[config.mk]
export PLATFORM = sky130hd
export DESIGN_NAME = swk_mode_device_flat
export DESIGN_NICKNAME = d
export VERILOG_FILES = /design/src/shared/swk_mode_pkg.sv /design/src/shared/swk_mode_if.sv /design/src/swk_mode_map.sv /design/src/swk_mode_device.sv /design/src/flat_wrapper.sv
export SDC_FILE = /design/constraint.sdc
export NUM_CORES = 1
export LEC_CHECK = 0
export ABC_CLOCK_PERIOD_IN_PS = 2400
export BUFFER_PORTS_ARGS = -buffer_cell sky130_fd_sc_hd__buf_2
export CAP_MARGIN = 10
export CORE_MARGIN = 2
export CORE_UTILIZATION = 53
export CTS_CLUSTER_DIAMETER = 30
export DETAILED_ROUTE_END_ITERATION = 10
export GPL_TIMING_DRIVEN = 0
export MAX_ROUTING_LAYER = met4
export PLACE_DENSITY = 0.78
export SYNTH_ARGS = -nofsm -noshare
export SYNTH_HDL_FRONTEND = slang
export SYNTH_SLANG_ARGS = --single-unit
[constraint.sdc]
create_clock -name core_clk -period 2.4 [get_ports core_clk]
set_input_delay 0.48 -clock core_clk [delete_from_list [all_inputs] [get_ports core_clk]]
set_output_delay 0.48 -clock core_clk [all_outputs]
set_load 0.05 [all_outputs]
[src/shared/swk_mode_pkg.sv]
package swk_mode_pkg;
    // =========================================
    // Channel mode field encodings
    localparam logic [2:0] MODE_OFF0 = 3'h0;
    localparam logic [2:0] MODE_WAKE = 3'h1;
    localparam logic [2:0] MODE_RXONLY = 3'h2;
    localparam logic [2:0] MODE_NORMAL = 3'h3;
    localparam logic [2:0] MODE_OFF1 = 3'h4;
    localparam logic [2:0] MODE_SWK = 3'h5;
    localparam logic [2:0] MODE_RXONLY_SWK = 3'h6;
    localparam logic [2:0] MODE_NORMAL_SWK = 3'h7;
    localparam int WAKE_SEL_POS = 2;
    // =========================================
    // Reset values
    localparam logic [2:0] MODE_RESET = 3'h0;
    localparam logic ERR_RESET = 1'b0;
    localparam logic CFG_RESET = 1'b0;
    // =========================================
    // Controller register offsets (word index)
    localparam logic [3:0] REG_CMD = 4'h0;
    localparam logic [3:0] REG_STAT = 4'h1;
    // =========================================
    // Device states and command codes
    typedef enum logic [2:0] {
        DEV_NORMAL, DEV_STOP, DEV_SLEEP, DEV_RESTART, DEV_FAILSAFE
    } dev_state_t;
    localparam logic [2:0] CMD_NONE = 3'h0;
    localparam logic [2:0] CMD_WRITE_MODE = 3'h1;
    localparam logic [2:0] CMD_STOP = 3'h2;
    localparam logic [2:0] CMD_SLEEP = 3'h3;
    localparam logic [2:0] CMD_NORMAL = 3'h4;
    localparam logic [2:0] CMD_RESTART = 3'h5;
    localparam logic [2:0] CMD_FAILSAFE = 3'h6;
    localparam logic [2:0] CMD_CLR_ERR = 3'h7;

    // Effective channel operation decoded from field
    typedef enum logic [2:0] {
        OP_OFF, OP_WAKE, OP_RXONLY, OP_NORMAL
    } chan_op_t;

    // True when a mode carries selective wake
    function automatic logic is_swk_mode(input logic [2:0] m);
        return m[WAKE_SEL_POS] && (m[1:0] != 2'h0);
    endfunction : is_swk_mode
endpackage : swk_mode_pkg

[src/shared/swk_mode_if.sv]
`timescale 1ns/1ps
interface swk_mode_if;
    logic cmd_valid;
    logic [2:0] cmd_code;
    logic [2:0] cmd_mode;
    logic cfg_valid_set;
    logic [2:0] mode_readback;
    logic selwake_error_flag;
    logic selwake_armed_flag;
    logic bus_silence_flag;
    logic selwake_config_valid;
    logic wake_irq;
    logic [2:0] dev_state;
    modport device (
        input cmd_valid, cmd_code, cmd_mode, cfg_valid_set,
        output mode_readback, selwake_error_flag, selwake_armed_flag,
        output bus_silence_flag, selwake_config_valid, wake_irq, dev_state
    );
    modport host (
        output cmd_valid, cmd_code, cmd_mode, cfg_valid_set,
        input mode_readback, selwake_error_flag, selwake_armed_flag,
        input bus_silence_flag, selwake_config_valid, wake_irq, dev_state
    );
endinterface : swk_mode_if

[src/swk_mode_map.sv]
`timescale 1ns/1ps
module swk_mode_map (
    input wire logic [2:0] cur_mode,
    input wire logic err,
    input wire logic to_stop,
    input wire logic to_sleep,
    input wire logic to_restart,
    output logic [2:0] new_mode,
    output logic new_swk,
    output logic new_err
);
    // =========================================
    // Field remap on stop or restart from normal, or on sleep from any state but sleep
    always_comb begin
        new_mode = cur_mode;
        new_swk = 1'b0;
        new_err = err;
        if (to_stop) begin
            if (cur_mode == swk_mode_pkg::MODE_NORMAL) begin
                new_mode = swk_mode_pkg::MODE_WAKE;
            end else if (cur_mode == swk_mode_pkg::MODE_NORMAL_SWK) begin
                new_mode = swk_mode_pkg::MODE_SWK;
            end
            new_swk = swk_mode_pkg::is_swk_mode(cur_mode) && !err;
        end else if (to_sleep || to_restart) begin
            if (cur_mode[2] == 1'b0
                && cur_mode != swk_mode_pkg::MODE_OFF0) begin
                new_mode = swk_mode_pkg::MODE_WAKE;
            end else if (swk_mode_pkg::is_swk_mode(cur_mode)) begin
                new_mode = swk_mode_pkg::MODE_SWK;
                if (to_restart) begin
                    new_err = 1'b1;
                end
            end
            new_swk = to_sleep && swk_mode_pkg::is_swk_mode(cur_mode) && !err;
        end
    end
endmodule : swk_mode_map

[src/swk_mode_device.sv]
`timescale 1ns/1ps
module swk_mode_device (
    input wire logic core_clk,
    input wire logic rst_n,
    swk_mode_if.device bus_if,
    input wire logic bus_rx_pin,
    input wire logic transmit_data_input,
    input wire logic wake_frame_in,
    input wire logic wake_pattern_in,
    input wire logic bus_idle_in,
    input wire logic err_overflow_in,
    output logic bus_tx_out,
    output logic receive_data_output,
    output logic [2:0] chan_op
);
    typedef struct packed {
        swk_mode_pkg::dev_state_t st;
        logic [2:0] mode;
        logic err;
        logic armed;
        logic swk_act;
        logic woken;
        logic sil;
        logic cfg;
        logic irq;
        logic [1:0] rx_sync;
        logic [1:0] wf_sync;
        logic [1:0] wp_sync;
        logic [1:0] idle_sync;
        logic [1:0] ovf_sync;
        logic tx;
        logic rxo;
        logic [2:0] op;
    } state_t;

    state_t s_q;
    state_t s_d;
    logic [2:0] map_mode;
    logic map_swk;
    logic map_err;
    logic go_stop;
    logic go_sleep;
    logic go_restart;
    logic wake_ev;
    logic wr_swk;

    // =========================================
    // Command decode, one channel per instance
    assign go_stop = bus_if.cmd_valid && s_q.st == swk_mode_pkg::DEV_NORMAL
        && bus_if.cmd_code == swk_mode_pkg::CMD_STOP;
    assign go_sleep = bus_if.cmd_valid && s_q.st != swk_mode_pkg::DEV_SLEEP
        && bus_if.cmd_code == swk_mode_pkg::CMD_SLEEP;
    assign go_restart = bus_if.cmd_valid && s_q.st == swk_mode_pkg::DEV_NORMAL
        && bus_if.cmd_code == swk_mode_pkg::CMD_RESTART;
    assign wake_ev = s_q.wf_sync[1] && s_q.swk_act && s_q.armed && !s_q.err;
    assign wr_swk = swk_mode_pkg::is_swk_mode(bus_if.cmd_mode);

    swk_mode_map u_map (
        .cur_mode(s_q.mode),
        .err(s_q.err),
        .to_stop(go_stop),
        .to_sleep(go_sleep),
        .to_restart(go_restart),
        .new_mode(map_mode),
        .new_swk(map_swk),
        .new_err(map_err)
    );

    // =========================================
    // Next state
    always_comb begin
        s_d = s_q;
        s_d.rx_sync = {s_q.rx_sync[0], bus_rx_pin};
        s_d.wf_sync = {s_q.wf_sync[0], wake_frame_in};
        s_d.wp_sync = {s_q.wp_sync[0], wake_pattern_in};
        s_d.idle_sync = {s_q.idle_sync[0], bus_idle_in};
        s_d.ovf_sync = {s_q.ovf_sync[0], err_overflow_in};
        s_d.irq = 1'b0;
        if (bus_if.cfg_valid_set) begin
            s_d.cfg = 1'b1;
        end
        if (bus_if.cmd_valid) begin
            unique case (bus_if.cmd_code)
                swk_mode_pkg::CMD_WRITE_MODE: begin
                    if (s_q.st == swk_mode_pkg::DEV_NORMAL) begin
                        s_d.mode = bus_if.cmd_mode;
                        if (bus_if.cmd_mode != s_q.mode) begin
                            s_d.armed = 1'b1;
                            s_d.woken = 1'b0;
                        end
                        // A pending error keeps selective wake off
                        s_d.swk_act = wr_swk && s_d.cfg && !s_q.err;
                        if (wr_swk && !s_d.cfg) begin
                            s_d.err = 1'b1;
                        end
                    end
                end
                swk_mode_pkg::CMD_CLR_ERR: begin
                    if (!(s_q.mode[2] && !s_q.cfg)) begin
                        s_d.err = 1'b0;
                    end
                end
                swk_mode_pkg::CMD_STOP: begin
                    if (go_stop) begin
                        s_d.st = swk_mode_pkg::DEV_STOP;
                        s_d.mode = map_mode;
                        s_d.swk_act = map_swk;
                    end
                end
                swk_mode_pkg::CMD_SLEEP: begin
                    if (go_sleep) begin
                        s_d.st = swk_mode_pkg::DEV_SLEEP;
                        s_d.mode = map_mode;
                        s_d.swk_act = map_swk;
                        s_d.armed = 1'b1;
                        s_d.woken = 1'b0;
                    end
                end
                swk_mode_pkg::CMD_RESTART: begin
                    if (go_restart) begin
                        s_d.st = swk_mode_pkg::DEV_RESTART;
                        s_d.mode = map_mode;
                        s_d.err = map_err;
                        s_d.swk_act = 1'b0;
                        s_d.cfg = 1'b0;
                    end
                end
                swk_mode_pkg::CMD_FAILSAFE: begin
                    s_d.st = swk_mode_pkg::DEV_FAILSAFE;
                    s_d.mode = swk_mode_pkg::MODE_WAKE;
                    s_d.swk_act = 1'b0;
                end
                swk_mode_pkg::CMD_NORMAL: begin
                    if (s_q.st != swk_mode_pkg::DEV_SLEEP) begin
                        s_d.st = swk_mode_pkg::DEV_NORMAL;
                    end
                end
                default: begin
                end
            endcase
        end
        // Silence flag while monitoring, cleared by a wake pattern
        if (s_q.swk_act && s_q.idle_sync[1]) begin
            s_d.sil = 1'b1;
        end else if (s_q.wp_sync[1]) begin
            s_d.sil = 1'b0;
        end
        // Counter overflow: wake and set error, set wins over clear
        if (s_q.swk_act && s_q.ovf_sync[1]) begin
            s_d.err = 1'b1;
            s_d.swk_act = 1'b0;
            s_d.woken = 1'b1;
            s_d.armed = 1'b0;
        end
        // Valid wake frame
        if (wake_ev) begin
            s_d.woken = 1'b1;
            s_d.armed = 1'b0;
            if (s_q.st == swk_mode_pkg::DEV_SLEEP) begin
                s_d.st = swk_mode_pkg::DEV_RESTART;
                s_d.cfg = 1'b0;
                // Error stays clear unless an overflow sets it now
                s_d.mode = swk_mode_pkg::MODE_SWK;
                s_d.swk_act = 1'b0;
            end else begin
                s_d.irq = 1'b1;
            end
        end
        // Channel operation and data path
        unique case (s_d.mode[1:0])
            2'h0: s_d.op = swk_mode_pkg::OP_OFF;
            2'h1: s_d.op = swk_mode_pkg::OP_WAKE;
            2'h2: s_d.op = swk_mode_pkg::OP_RXONLY;
            2'h3: s_d.op = swk_mode_pkg::OP_NORMAL;
        endcase
        if (s_d.st == swk_mode_pkg::DEV_SLEEP
            && s_d.op != swk_mode_pkg::OP_OFF) begin
            s_d.op = swk_mode_pkg::OP_WAKE;
        end
        s_d.tx = (s_d.op == swk_mode_pkg::OP_NORMAL) ? transmit_data_input
            : 1'b1;
        s_d.rxo = (s_d.op == swk_mode_pkg::OP_NORMAL
            || s_d.op == swk_mode_pkg::OP_RXONLY) ? s_q.rx_sync[1] : 1'b1;
    end

    // =========================================
    // State register
    always_ff @(posedge core_clk) begin
        if (!rst_n) begin
            s_q <= '0;
            s_q.st <= swk_mode_pkg::DEV_NORMAL;
            s_q.mode <= swk_mode_pkg::MODE_RESET;
            s_q.err <= swk_mode_pkg::ERR_RESET;
            s_q.cfg <= swk_mode_pkg::CFG_RESET;
            s_q.rx_sync <= 2'h3;
            s_q.tx <= 1'b1;
            s_q.rxo <= 1'b1;
        end else begin
            s_q <= s_d;
        end
    end

    // =========================================
    // Outputs from flip-flops, except the armed flag, which ANDs armed and swk_act
    assign bus_if.mode_readback = s_q.mode;
    assign bus_if.selwake_error_flag = s_q.err;
    assign bus_if.selwake_armed_flag = s_q.armed && s_q.swk_act;
    assign bus_if.bus_silence_flag = s_q.sil;
    assign bus_if.selwake_config_valid = s_q.cfg;
    assign bus_if.wake_irq = s_q.irq;
    assign bus_if.dev_state = s_q.st;
    assign bus_tx_out = s_q.tx;
    assign receive_data_output = s_q.rxo;
    assign chan_op = s_q.op;
endmodule : swk_mode_device

[src/flat_wrapper.sv]
// flat-port wrapper written by rule: the top's interface ports become plain ports
module swk_mode_device_flat 
  (core_clk, rst_n, bus_rx_pin, transmit_data_input, wake_frame_in, wake_pattern_in, bus_idle_in, err_overflow_in, bus_tx_out, receive_data_output, chan_op, bus_if_cmd_valid, bus_if_cmd_code, bus_if_cmd_mode, bus_if_cfg_valid_set, bus_if_mode_readback, bus_if_selwake_error_flag, bus_if_selwake_armed_flag, bus_if_bus_silence_flag, bus_if_selwake_config_valid, bus_if_wake_irq, bus_if_dev_state);
  swk_mode_if bus_if_i ();
  input wire logic core_clk;
  input wire logic rst_n;
  input wire logic bus_rx_pin;
  input wire logic transmit_data_input;
  input wire logic wake_frame_in;
  input wire logic wake_pattern_in;
  input wire logic bus_idle_in;
  input wire logic err_overflow_in;
  output logic bus_tx_out;
  output logic receive_data_output;
  output logic [2:0] chan_op;
  input wire logic [$bits(bus_if_i.cmd_valid)-1:0] bus_if_cmd_valid;
  input wire logic [$bits(bus_if_i.cmd_code)-1:0] bus_if_cmd_code;
  input wire logic [$bits(bus_if_i.cmd_mode)-1:0] bus_if_cmd_mode;
  input wire logic [$bits(bus_if_i.cfg_valid_set)-1:0] bus_if_cfg_valid_set;
  output wire logic [$bits(bus_if_i.mode_readback)-1:0] bus_if_mode_readback;
  output wire logic [$bits(bus_if_i.selwake_error_flag)-1:0] bus_if_selwake_error_flag;
  output wire logic [$bits(bus_if_i.selwake_armed_flag)-1:0] bus_if_selwake_armed_flag;
  output wire logic [$bits(bus_if_i.bus_silence_flag)-1:0] bus_if_bus_silence_flag;
  output wire logic [$bits(bus_if_i.selwake_config_valid)-1:0] bus_if_selwake_config_valid;
  output wire logic [$bits(bus_if_i.wake_irq)-1:0] bus_if_wake_irq;
  output wire logic [$bits(bus_if_i.dev_state)-1:0] bus_if_dev_state;
  assign bus_if_i.cmd_valid = bus_if_cmd_valid;
  assign bus_if_i.cmd_code = bus_if_cmd_code;
  assign bus_if_i.cmd_mode = bus_if_cmd_mode;
  assign bus_if_i.cfg_valid_set = bus_if_cfg_valid_set;
  assign bus_if_mode_readback = bus_if_i.mode_readback;
  assign bus_if_selwake_error_flag = bus_if_i.selwake_error_flag;
  assign bus_if_selwake_armed_flag = bus_if_i.selwake_armed_flag;
  assign bus_if_bus_silence_flag = bus_if_i.bus_silence_flag;
  assign bus_if_selwake_config_valid = bus_if_i.selwake_config_valid;
  assign bus_if_wake_irq = bus_if_i.wake_irq;
  assign bus_if_dev_state = bus_if_i.dev_state;
  swk_mode_device u_core (.core_clk(core_clk), .rst_n(rst_n), .bus_if(bus_if_i), .bus_rx_pin(bus_rx_pin), .transmit_data_input(transmit_data_input), .wake_frame_in(wake_frame_in), .wake_pattern_in(wake_pattern_in), .bus_idle_in(bus_idle_in), .err_overflow_in(err_overflow_in), .bus_tx_out(bus_tx_out), .receive_data_output(receive_data_output), .chan_op(chan_op));
endmodule
After elaboration in Yosys (flattened, before gate mapping)
Cells that the tools add are included.
{"block": "word_totals", "regBits": 27, "input_bits": 16, "output_inout_bits": 16, "elab_cells": 137}
{"block": "op_classes", "n_eq_ne": 29, "mux": 47, "bitwise_logic": 2, "n_reduce_logical": 43}
{"cell": "case mux 3 bit (5 select lines)", "count": 2}
{"cell": "two-way mux 3 bit", "count": 9}
{"cell": "two-way mux 6 bit", "count": 4}
{"cell": "logical AND 1 bit", "count": 22}
{"cell": "equality test 3 x 2 -> 1 bit, second input constant", "count": 7}
{"cell": "two-way mux 1 bit", "count": 21}
{"cell": "inequality test 3 bit, second input constant", "count": 6}
{"cell": "equality test 3 bit, second input constant", "count": 5}
{"cell": "two-way mux 7 bit", "count": 2}
{"cell": "case mux 3 bit (4 select lines)", "count": 1}
{"cell": "two-way mux 10 bit", "count": 1}
{"cell": "AND reduction 10 bit", "count": 1}
{"cell": "nonzero test 2 bit", "count": 5}
{"cell": "inequality test 3 x 1 -> 1 bit, second input constant", "count": 2}
{"cell": "AND reduction 2 bit", "count": 3}
{"cell": "nonzero test 3 bit", "count": 2}
{"cell": "case mux 1 bit (5 select lines)", "count": 1}
{"cell": "AND reduction 5 bit", "count": 1}
{"cell": "equality test 2 bit, second input constant", "count": 2}
{"cell": "two-way mux 2 bit", "count": 2}
{"cell": "two-way mux 4 bit", "count": 1}
{"cell": "inequality test 2 x 1 -> 1 bit, second input constant", "count": 2}
{"cell": "case mux 1 bit (2 select lines)", "count": 2}
{"cell": "nonzero test 4 bit", "count": 1}
{"cell": "12 further kinds", "count": 16}

Depth between registers and ports, before layout
Gate-level depths: netlist of run 1.
{"block": "depth", "depth_word": 20, "ltp_mapped": 7, "depth_no_buf": 5}

By module
From an unflattened synthesis of run 1, not the netlist that was laid out.
{"block": "hier_totals", "hier_cells": 184, "hier_area_um2": 1569.0}
{"module": "swk_mode_device", "n_inst": 1, "cells_each": 172, "area_per_inst_um2": 1496.4, "seq_area_each_um2": 520.5}
{"module": "swk_mode_map", "n_inst": 1, "cells_each": 12, "area_per_inst_um2": 72.6, "seq_area_each_um2": 0.0}

Worst setup path before layout of run 1
No wires, ideal clock.
{"block": "synth_path", "path_kind": "register -> register", "start": "register, netlist name u_core.bus_if.selwake_error_flag", "end": "register u_core.s_q, in the netlist u_core.bus_tx_out", "setup_ps": 134, "arrival_time_ps": 1964, "required_time_ps": 2266, "slack_ps": 301, "path_stages_with_launch": 6, "path_buffers": 0, "period_less_slack_ps": 2099, "path_cell_list": "dfxtp_1 nand4b_1 nor4b_4 a211oi_1 nor3b_1 or4_1"}
{"block": "synth_between", "elab_chain_cells": 10, "word_cells_on_any_way": 14, "cone_classes": "5 x eq/ne; 3 x mux; 6 x reduce/logical"}
{"item": "logical NOT 1 bit *", "line": "swk_mode_device.sv:55", "text": "assign wake_ev = s_q.wf_sync[1] && s_q.swk_act && s_q.armed && !s_q.err;"}
{"item": "logical AND 1 bit *", "line": "swk_mode_device.sv:55"}
{"item": "two-way mux 6 bit *", "line": "swk_mode_device.sv:156", "text": "if (wake_ev) begin"}
{"item": "equality test 2 bit (tied with other cells)", "line": "swk_mode_device.sv:170", "text": "unique case (s_d.mode[1:0])"}
{"item": "case mux 3 bit (4 select lines)", "line": "swk_mode_device.sv:170"}
{"item": "nonzero test 3 bit", "line": "swk_mode_device.sv:177", "text": "&& s_d.op != swk_mode_pkg::OP_OFF) begin"}
{"item": "logical AND 1 bit", "line": "swk_mode_device.sv:177"}
{"item": "two-way mux 3 bit *", "line": "swk_mode_device.sv:176", "text": "if (s_d.st == swk_mode_pkg::DEV_SLEEP"}
{"item": "equality test 3 x 2 -> 1 bit *", "line": "swk_mode_device.sv:180", "text": "s_d.tx = (s_d.op == swk_mode_pkg::OP_NORMAL) ? transmit_data_input"}
{"item": "AND reduction 2 bit (no line) *"}
{"item": "end: declaration", "line": "swk_mode_device.sv:36", "text": "state_t s_q;"}
Mark *: on every way between the ends. The rest lies on a longest branch, timed or not. The select of a mux whose other input is x is not followed.
A chain may end at the register's enable or synchronous reset.

Worst setup path after layout of run 1
{"block": "layout_path", "start": "register u_core.s_q[19] (netlist bit)", "end": "register u_core.s_q, in the netlist u_core.bus_tx_out"}
{"block": "layout_between", "elab_chain_cells": 11, "word_cells_on_any_way": 15, "cone_classes": "5 x eq/ne; 3 x mux; 7 x reduce/logical"}
{"item": "logical AND 1 bit * (3 in a row)", "line": "swk_mode_device.sv:55"}
{"item": "two-way mux 6 bit *", "line": "swk_mode_device.sv:156"}
{"item": "equality test 2 bit (tied with other cells)", "line": "swk_mode_device.sv:170"}
{"item": "case mux 3 bit (4 select lines)", "line": "swk_mode_device.sv:170"}
{"item": "nonzero test 3 bit", "line": "swk_mode_device.sv:177"}
{"item": "logical AND 1 bit", "line": "swk_mode_device.sv:177"}
{"item": "two-way mux 3 bit *", "line": "swk_mode_device.sv:176"}
{"item": "equality test 3 x 2 -> 1 bit *", "line": "swk_mode_device.sv:180"}
{"item": "AND reduction 2 bit (no line) *"}
Marks and branches as above.

==> impl_metrics.env, run 1 <==
export IMPL_synthArstFlopShare_pct=0
export IMPL_drc=0
export IMPL_place_congestion=0.933
export IMPL_path_max_fanout=8
export IMPL_critPathLaunch="u_core.s_q[19]"
export IMPL_yosysWarnings=0
export IMPL_ys_types=52
export IMPL_cts_clk_slew_worst_paths_ps=140
export IMPL_required_ps=2600
export IMPL_core_um2=2500
export IMPL_ant_nets=0
export IMPL_wl_per_cell_um=13.2
export IMPL_critPathKind="reg -> reg"
export IMPL_dp_hpwl_um=2240
export IMPL_drt_wl_total_um=2910
export IMPL_cts_root_buf="clkbuf_4"
export IMPL_ys_ff_latch=26
export IMPL_crit_path_end_kind="register"
export IMPL_syn_nets=174
export IMPL_antenna_found_initial=0
export IMPL_initial_utilization_pct=56.8
export IMPL_place_area_um2=1600
export IMPL_tightest_slew_ps=563
export IMPL_io_buffers=28
export IMPL_grt_pass1_wl_um=4920
export IMPL_grt_setup_unrepaired="no"
export IMPL_yosys_most_used_dff="dfxtp_1"
export IMPL_clk_latency_ps=310
export IMPL_power_leakage_nw=0.696
export IMPL_tns_ps=0
export IMPL_ios=32
export IMPL_cts_buffers=3
export IMPL_min_from="bus_rx_pin"
export IMPL_syn_inst=158
export IMPL_finalHoldViolCount=0
export IMPL_mostFrequentLayoutCells="buf_2 (30), dfxtp_1 (26), and2_1 (11), nor2_1 (11), buf_4 (10)"
export IMPL_synth_edff_count=0
export IMPL_final_common_cell="buf_2"
export IMPL_clock_sinks=26
export IMPL_fin_area_um2=1650
export IMPL_finalCriticalPeriod_ps=2280
export IMPL_drive_above_1_share_pct=31.1
export IMPL_finalSetupViolCount=0
export IMPL_finalMaxSlewViolations=0
export IMPL_grt_start_max_net_pins=16
export IMPL_antenna_cells=0
export IMPL_grt_use_total_pct=19.8
export IMPL_cts_tree="built"
export IMPL_crit_arrival_ps=2480
export IMPL_firstDrtPassIters=4
export IMPL_post_cts_resized=0
export IMPL_critPathLaunchType="register"
export IMPL_power_uw=924
export IMPL_post_route_period_util_pct=95.0
export IMPL_max_slew_margin_pct=62.3
export IMPL_postCtsSetupBuffers=0
export IMPL_fin_worst_skew_ps=6.81
export IMPL_fmax_mhz=439
export IMPL_die_area_um2=3110
export IMPL_postCtsHoldBufs=0
export IMPL_synth_seq_area_share_pct=36.7
export IMPL_clockBufferDepth=2
export IMPL_overflow=0
export IMPL_status="finished clean"
export IMPL_netlist_area_um2=1420
export IMPL_peakVddDrop_mv=0.655
export IMPL_r2r_start="u_core.s_q[19]"
export IMPL_area_growth_pct=16.2
export IMPL_syn_area_per_cell_um2=8.99
export IMPL_cts_max_level=1
export IMPL_grt_pass1_vias=1106
export IMPL_die_w_um=55.8
export IMPL_cellPowerDensity_nw_per_um2=560
export IMPL_via_per_inst=5.53
export IMPL_layout_nets=207
export IMPL_drv_cap=0
export IMPL_hold_path_class="in -> reg"
export IMPL_fp_row_count=18
export IMPL_drtIter0Drc=34
export IMPL_die_h_um=55.8
export IMPL_vias=1216
[cells in the mapped netlist (3+ instances only)]
cell type	number	share of area, %
a21oi_1	6	2.1
and2_1	11	4.8
buf_4	10	5.3
clkbuf_8	3	2.9
dfxtp_1	26	37
inv_1	5	1.3
nand2_1	7	1.9
nand2b_1	7	3.1
nand3_1	5	1.8
nor2_1	11	2.9
nor3_1	5	1.8
nor3b_1	4	2.1
o21ai_0	6	2.1
o22ai_1	3	1.3
xnor2_1	3	1.9
[metrics by stage]
stage,instances,worst slack (ps),hold WS [ps],utilization (%)
global route,220,30.5,326,66.0
CTS,220,147,324,66.0
finish,220,120,338,66.0
floorplan,158,301,386,-
global placement,216,200,389,63.9
detailed placement,216,177,402,63.9
[power by group]
| part | switching [mW] | internal, mW |
|---|---|---|
| clock | 0.122 | 0.169 |
| sequential | 0.0136 | 0.448 |
| combinational | 0.0996 | 0.0721 |
| total | 0.236 | 0.689 |
[layout make-up]
cell class	count	area (um^2)
inverter	5	18.8
multi-input combinational	109	736
clock inverter	1	30.0
sequential	26	520
clock buffer	3	22.5
buffer	18	145
timing repair buffer	28	140
fill	211	850
tap	30	37.5
[per-layer routing]
| metal | vias to the layer above | wire length, um | global-route usage [%] |
|---|---|---|---|
| met1 | 546 | 1390 | 26.0 |
| met3 | 6 | 173 | 4.65 |
| li1 | 628 | - | - |
| met2 | 36 | 1310 | 31.1 |
| met5 | - | 0 | - |
| met4 | 0 | 42 | 4.18 |
[worst max-delay path, stage by stage, from the launching register on]
cell	delay, ps
dfxtp_1	450
nand4b_1	290
nor4b_4	580
a211oi_1	180
nor3b_1	200
or4_1	470
[worst paths after layout]
path                                           to  cells after the start  slack (ps)
worst max register to register  u_core.bus_tx_out                      5         120
worst min-delay path               u_core.s_d[14]                      2         340
worst max-delay path            u_core.bus_tx_out                      5         120
worst min register to register     u_core.s_q[14]                      1         440
[registers in the layout, indices dropped and copies added, names as in the netlist]
register	count
u_core.bus_if.selwake_error_flag	1
u_core.bus_if.mode_readback	3
u_core.s_q	7
u_core.bus_if.selwake_config_valid	1
u_core.bus_if.wake_irq	1
u_core.bus_if.dev_state	3
u_core.bus_if.bus_silence_flag	1
u_core.s_d	5
u_core.bus_tx_out	1
u_core.receive_data_output	1
u_core.chan_op	2
[cells by family after synthesis]
family | count (synthesis) | synth area share, %
buf+inv | 23 | 11.5
compound gates | 38 | 19.7
mux | 2 | 1.41
flops | 26 | 36.7
xor+xnor | 3 | 1.85
simple gates | 65 | 28.5
other cells | 1 | 0.264
Power figures use the tool's default switching activity.
==> run 2, diff against run 1 <==
--- a/config.mk
+++ b/config.mk
@@ -5,12 +5,14 @@
 export SDC_FILE = /design/constraint.sdc
 export NUM_CORES = 1
 export LEC_CHECK = 0
+export ABC_AREA = 1
 export ABC_CLOCK_PERIOD_IN_PS = 2400
 export BUFFER_PORTS_ARGS = -buffer_cell sky130_fd_sc_hd__buf_2
 export CAP_MARGIN = 10
 export CORE_MARGIN = 2
 export CORE_UTILIZATION = 53
 export CTS_CLUSTER_DIAMETER = 30
+export CTS_CLUSTER_SIZE = 10
 export DETAILED_ROUTE_END_ITERATION = 10
 export GPL_TIMING_DRIVEN = 0
 export MAX_ROUTING_LAYER = met4
==> impl_metrics.env, run 2 <==
export IMPL_drc=0
export IMPL_cts_max_level=1
export IMPL_fin_area_um2=1670
export IMPL_crit_arrival_ps=1250
export IMPL_overflow=0
export IMPL_synth_compound_area_share_pct=10.7
export IMPL_yosysWarnings=0
export IMPL_synth_top_area_cell="dfxtp_1"
export IMPL_hold_path_class="in -> reg"
export IMPL_via_per_inst=4.99
export IMPL_place_congestion=0.924
export IMPL_power_leakage_nw=0.897
export IMPL_post_route_period_util_pct=72.1
export IMPL_die_area_um2=3180
export IMPL_clk_latency_ps=310
export IMPL_fin_worst_skew_ps=7.35
export IMPL_grt_pass1_wl_um=5240
export IMPL_fp_row_count=18
export IMPL_status="finished clean"
export IMPL_cp_slowest_cell="dfxtp_1"
export IMPL_top_register="u_core.s_q"
export IMPL_antenna_cells=0
export IMPL_synth_top_area_share_pct=35.8
export IMPL_finalMaxSlewViolations=0
export IMPL_tns_ps=0
export IMPL_drive_above_1_share_pct=30.0
export IMPL_largest_reg_flops=7
export IMPL_path_max_fanout=7
export IMPL_final_common_cell="nand2_1"
export IMPL_finalHoldViolCount=0
export IMPL_firstDrtPassIters=4
export IMPL_ant_nets=0
export IMPL_peakVddDrop_mv=0.481
export IMPL_cellPowerDensity_nw_per_um2=504
export IMPL_fin_ws_ps=670
export IMPL_grt_start_max_net_pins=15
export IMPL_syn_area_per_cell_um2=6.88
export IMPL_required_ps=1920
export IMPL_place_area_um2=1630
export IMPL_tightest_slew_ps=504
export IMPL_drv_cap=0
export IMPL_max_slew_margin_pct=66.4
export IMPL_critPathLaunchType="register"
export IMPL_vias=1361
export IMPL_syn_inst=211
export IMPL_core_um2=2540
export IMPL_layout_cells_non_filler=273
export IMPL_yosys_area_share_xor_xnor_pct=1.81
export IMPL_path_cells="nand2_1 > inv_1 > buf_2"
export IMPL_synthMuxAreaShare_pct=0
export IMPL_die_w_um=56.4
export IMPL_synthArstFlopShare_pct=0
export IMPL_critPathKind="reg -> out"
export IMPL_area_growth_pct=14.7
export IMPL_critPathLaunch="u_core.s_q[19]"
export IMPL_syn_nets=227
export IMPL_drt_wl_total_um=3040
export IMPL_synthAdderAreaFrac_pct=0
export IMPL_rrSetupSlack_ps=830
export IMPL_ys_types=32
export IMPL_dp_hpwl_um=2550
export IMPL_synth_seq_area_share_pct=35.8
export IMPL_mostFrequentLayoutCells="nand2_1 (44), inv_1 (28), buf_2 (28)"
export IMPL_post_cts_resized=0
export IMPL_grt_pass1_vias=1196
export IMPL_synth_common_cells="nand2_1 (44), inv_1 (28), dfxtp_1 (26), nor2_1 (16), nand3_1 (13)"
export IMPL_grt_setup_unrepaired="no"
export IMPL_io_buffers=28
export IMPL_finalSetupViolCount=0
export IMPL_dp_cells=269
export IMPL_crit_path_end_kind="output pin"
export IMPL_cts_clk_slew_worst_paths_ps=130
export IMPL_postCtsHoldBufs=0
export IMPL_postCtsSetupBuffers=0
export IMPL_grt_use_total_pct=21.3
export IMPL_r2r_cells=11
export IMPL_yosys_top_cells_area="dfxtp_1 (36%), nand2_1 (11%), inv_1 (7.2%)"
export IMPL_initial_utilization_pct=57.1
export IMPL_cts_root_buf="clkbuf_4"
export IMPL_finalCriticalPeriod_ps=1730
export IMPL_netlist_area_um2=1450
export IMPL_synth_edff_count=0
export IMPL_drtIter0Drc=44
export IMPL_crit_path_end="bus_if_selwake_armed_flag"
export IMPL_dpl_worst_slack_ps=654
export IMPL_power_uw=840
export IMPL_r2r_start="u_core.bus_if.dev_state[0]"
export IMPL_fmax_mhz=578
export IMPL_yosys_most_used_dff="dfxtp_1"
export IMPL_yosysMostFrequentCell="nand2_1"
export IMPL_fillCellCount=263
export IMPL_synth_top_family_by_area="simple AND/OR/NAND/NOR gates"
export IMPL_clock_sinks=26
export IMPL_die_h_um=56.4
export IMPL_crit_path_max_incr_delay_ps=480
export IMPL_ios=32
export IMPL_ys_ff_latch=26
export IMPL_wl_per_cell_um=11.1
export IMPL_cts_tree="built"
export IMPL_cts_buffers=3
export IMPL_r2r_end="u_core.chan_op[0]"
export IMPL_antenna_found_initial=0
export IMPL_yosys_area_share_simple_pct=36.1
export IMPL_clockBufferDepth=2
export IMPL_layout_nets=260
[run 2: stage by stage]
| step | utilization [%] | hold WS, ps |
|---|---|---|
| after CTS | 65.5 | 331 |
| after global routing | 65.5 | 330 |
| after detailed placement | 64.1 | 399 |
| after floorplan | - | 390 |
| final | 65.5 | 338 |
| after global placement | 64.1 | 393 |
[run 2: worst min-delay path by stage]
stage	end	startpoint	depth (start not counted)	slack, ps
finish	u_core.s_d[14]	bus_rx_pin	2	340
global route	u_core.s_d[12]	wake_frame_in	3	330
CTS	u_core.s_d[14]	bus_rx_pin	2	330
detailed placement	u_core.s_q[14]	u_core.s_d[14]	1	400
global placement	u_core.s_q[10]	u_core.s_d[10]	2	390
floorplan	u_core.s_q[10]	u_core.s_d[10]	2	390
[run 2: cells by family after synthesis]
logic type / after synthesis
and+or+nand+nor: 106
DFF: 26
other: 1
AOI/OAI and AO/OA: 26
buffers and inverters: 49
xor gates and xnor gates: 3
[run 2: metal layers]
layer / wire, um / GRT usage, % / up-vias
li1: - / - / 712
met2: 1420 / 35.0 / 45
met5: 0 / - / -
met4: 18 / 3.06 / 0
met1: 1390 / 28.2 / 602
met3: 206 / 3.92 / 2
[run 2: critical path: cells and delay by family (launching register included)]
family	cells	cell delay (ps)
simple gates	1	130
flops	1	480
buf+inv	2	320
[run 2: area by class of cell]
type / instances / area (um^2) / area share, %
well taps: 30 / 37.5 / 2.25
inverters: 36 / 135 / 8.11
clock buffers: 4 / 36.3 / 2.18
multi-input cells: 136 / 709 / 42.6
flip-flops and latches: 26 / 520 / 31.2
plain buffers: 13 / 87.6 / 5.26
repair buffers: 28 / 140 / 8.41
[run 2: report_power, final]
group / switching [mW] / leakage (nW) / total (mW) / internal, mW
Combinational: 0.113 / 0.663 / 0.172 / 0.0588
Sequential: 0.00880 / 0.213 / 0.456 / 0.447
Clock: 0.120 / 0.0210 / 0.213 / 0.0927
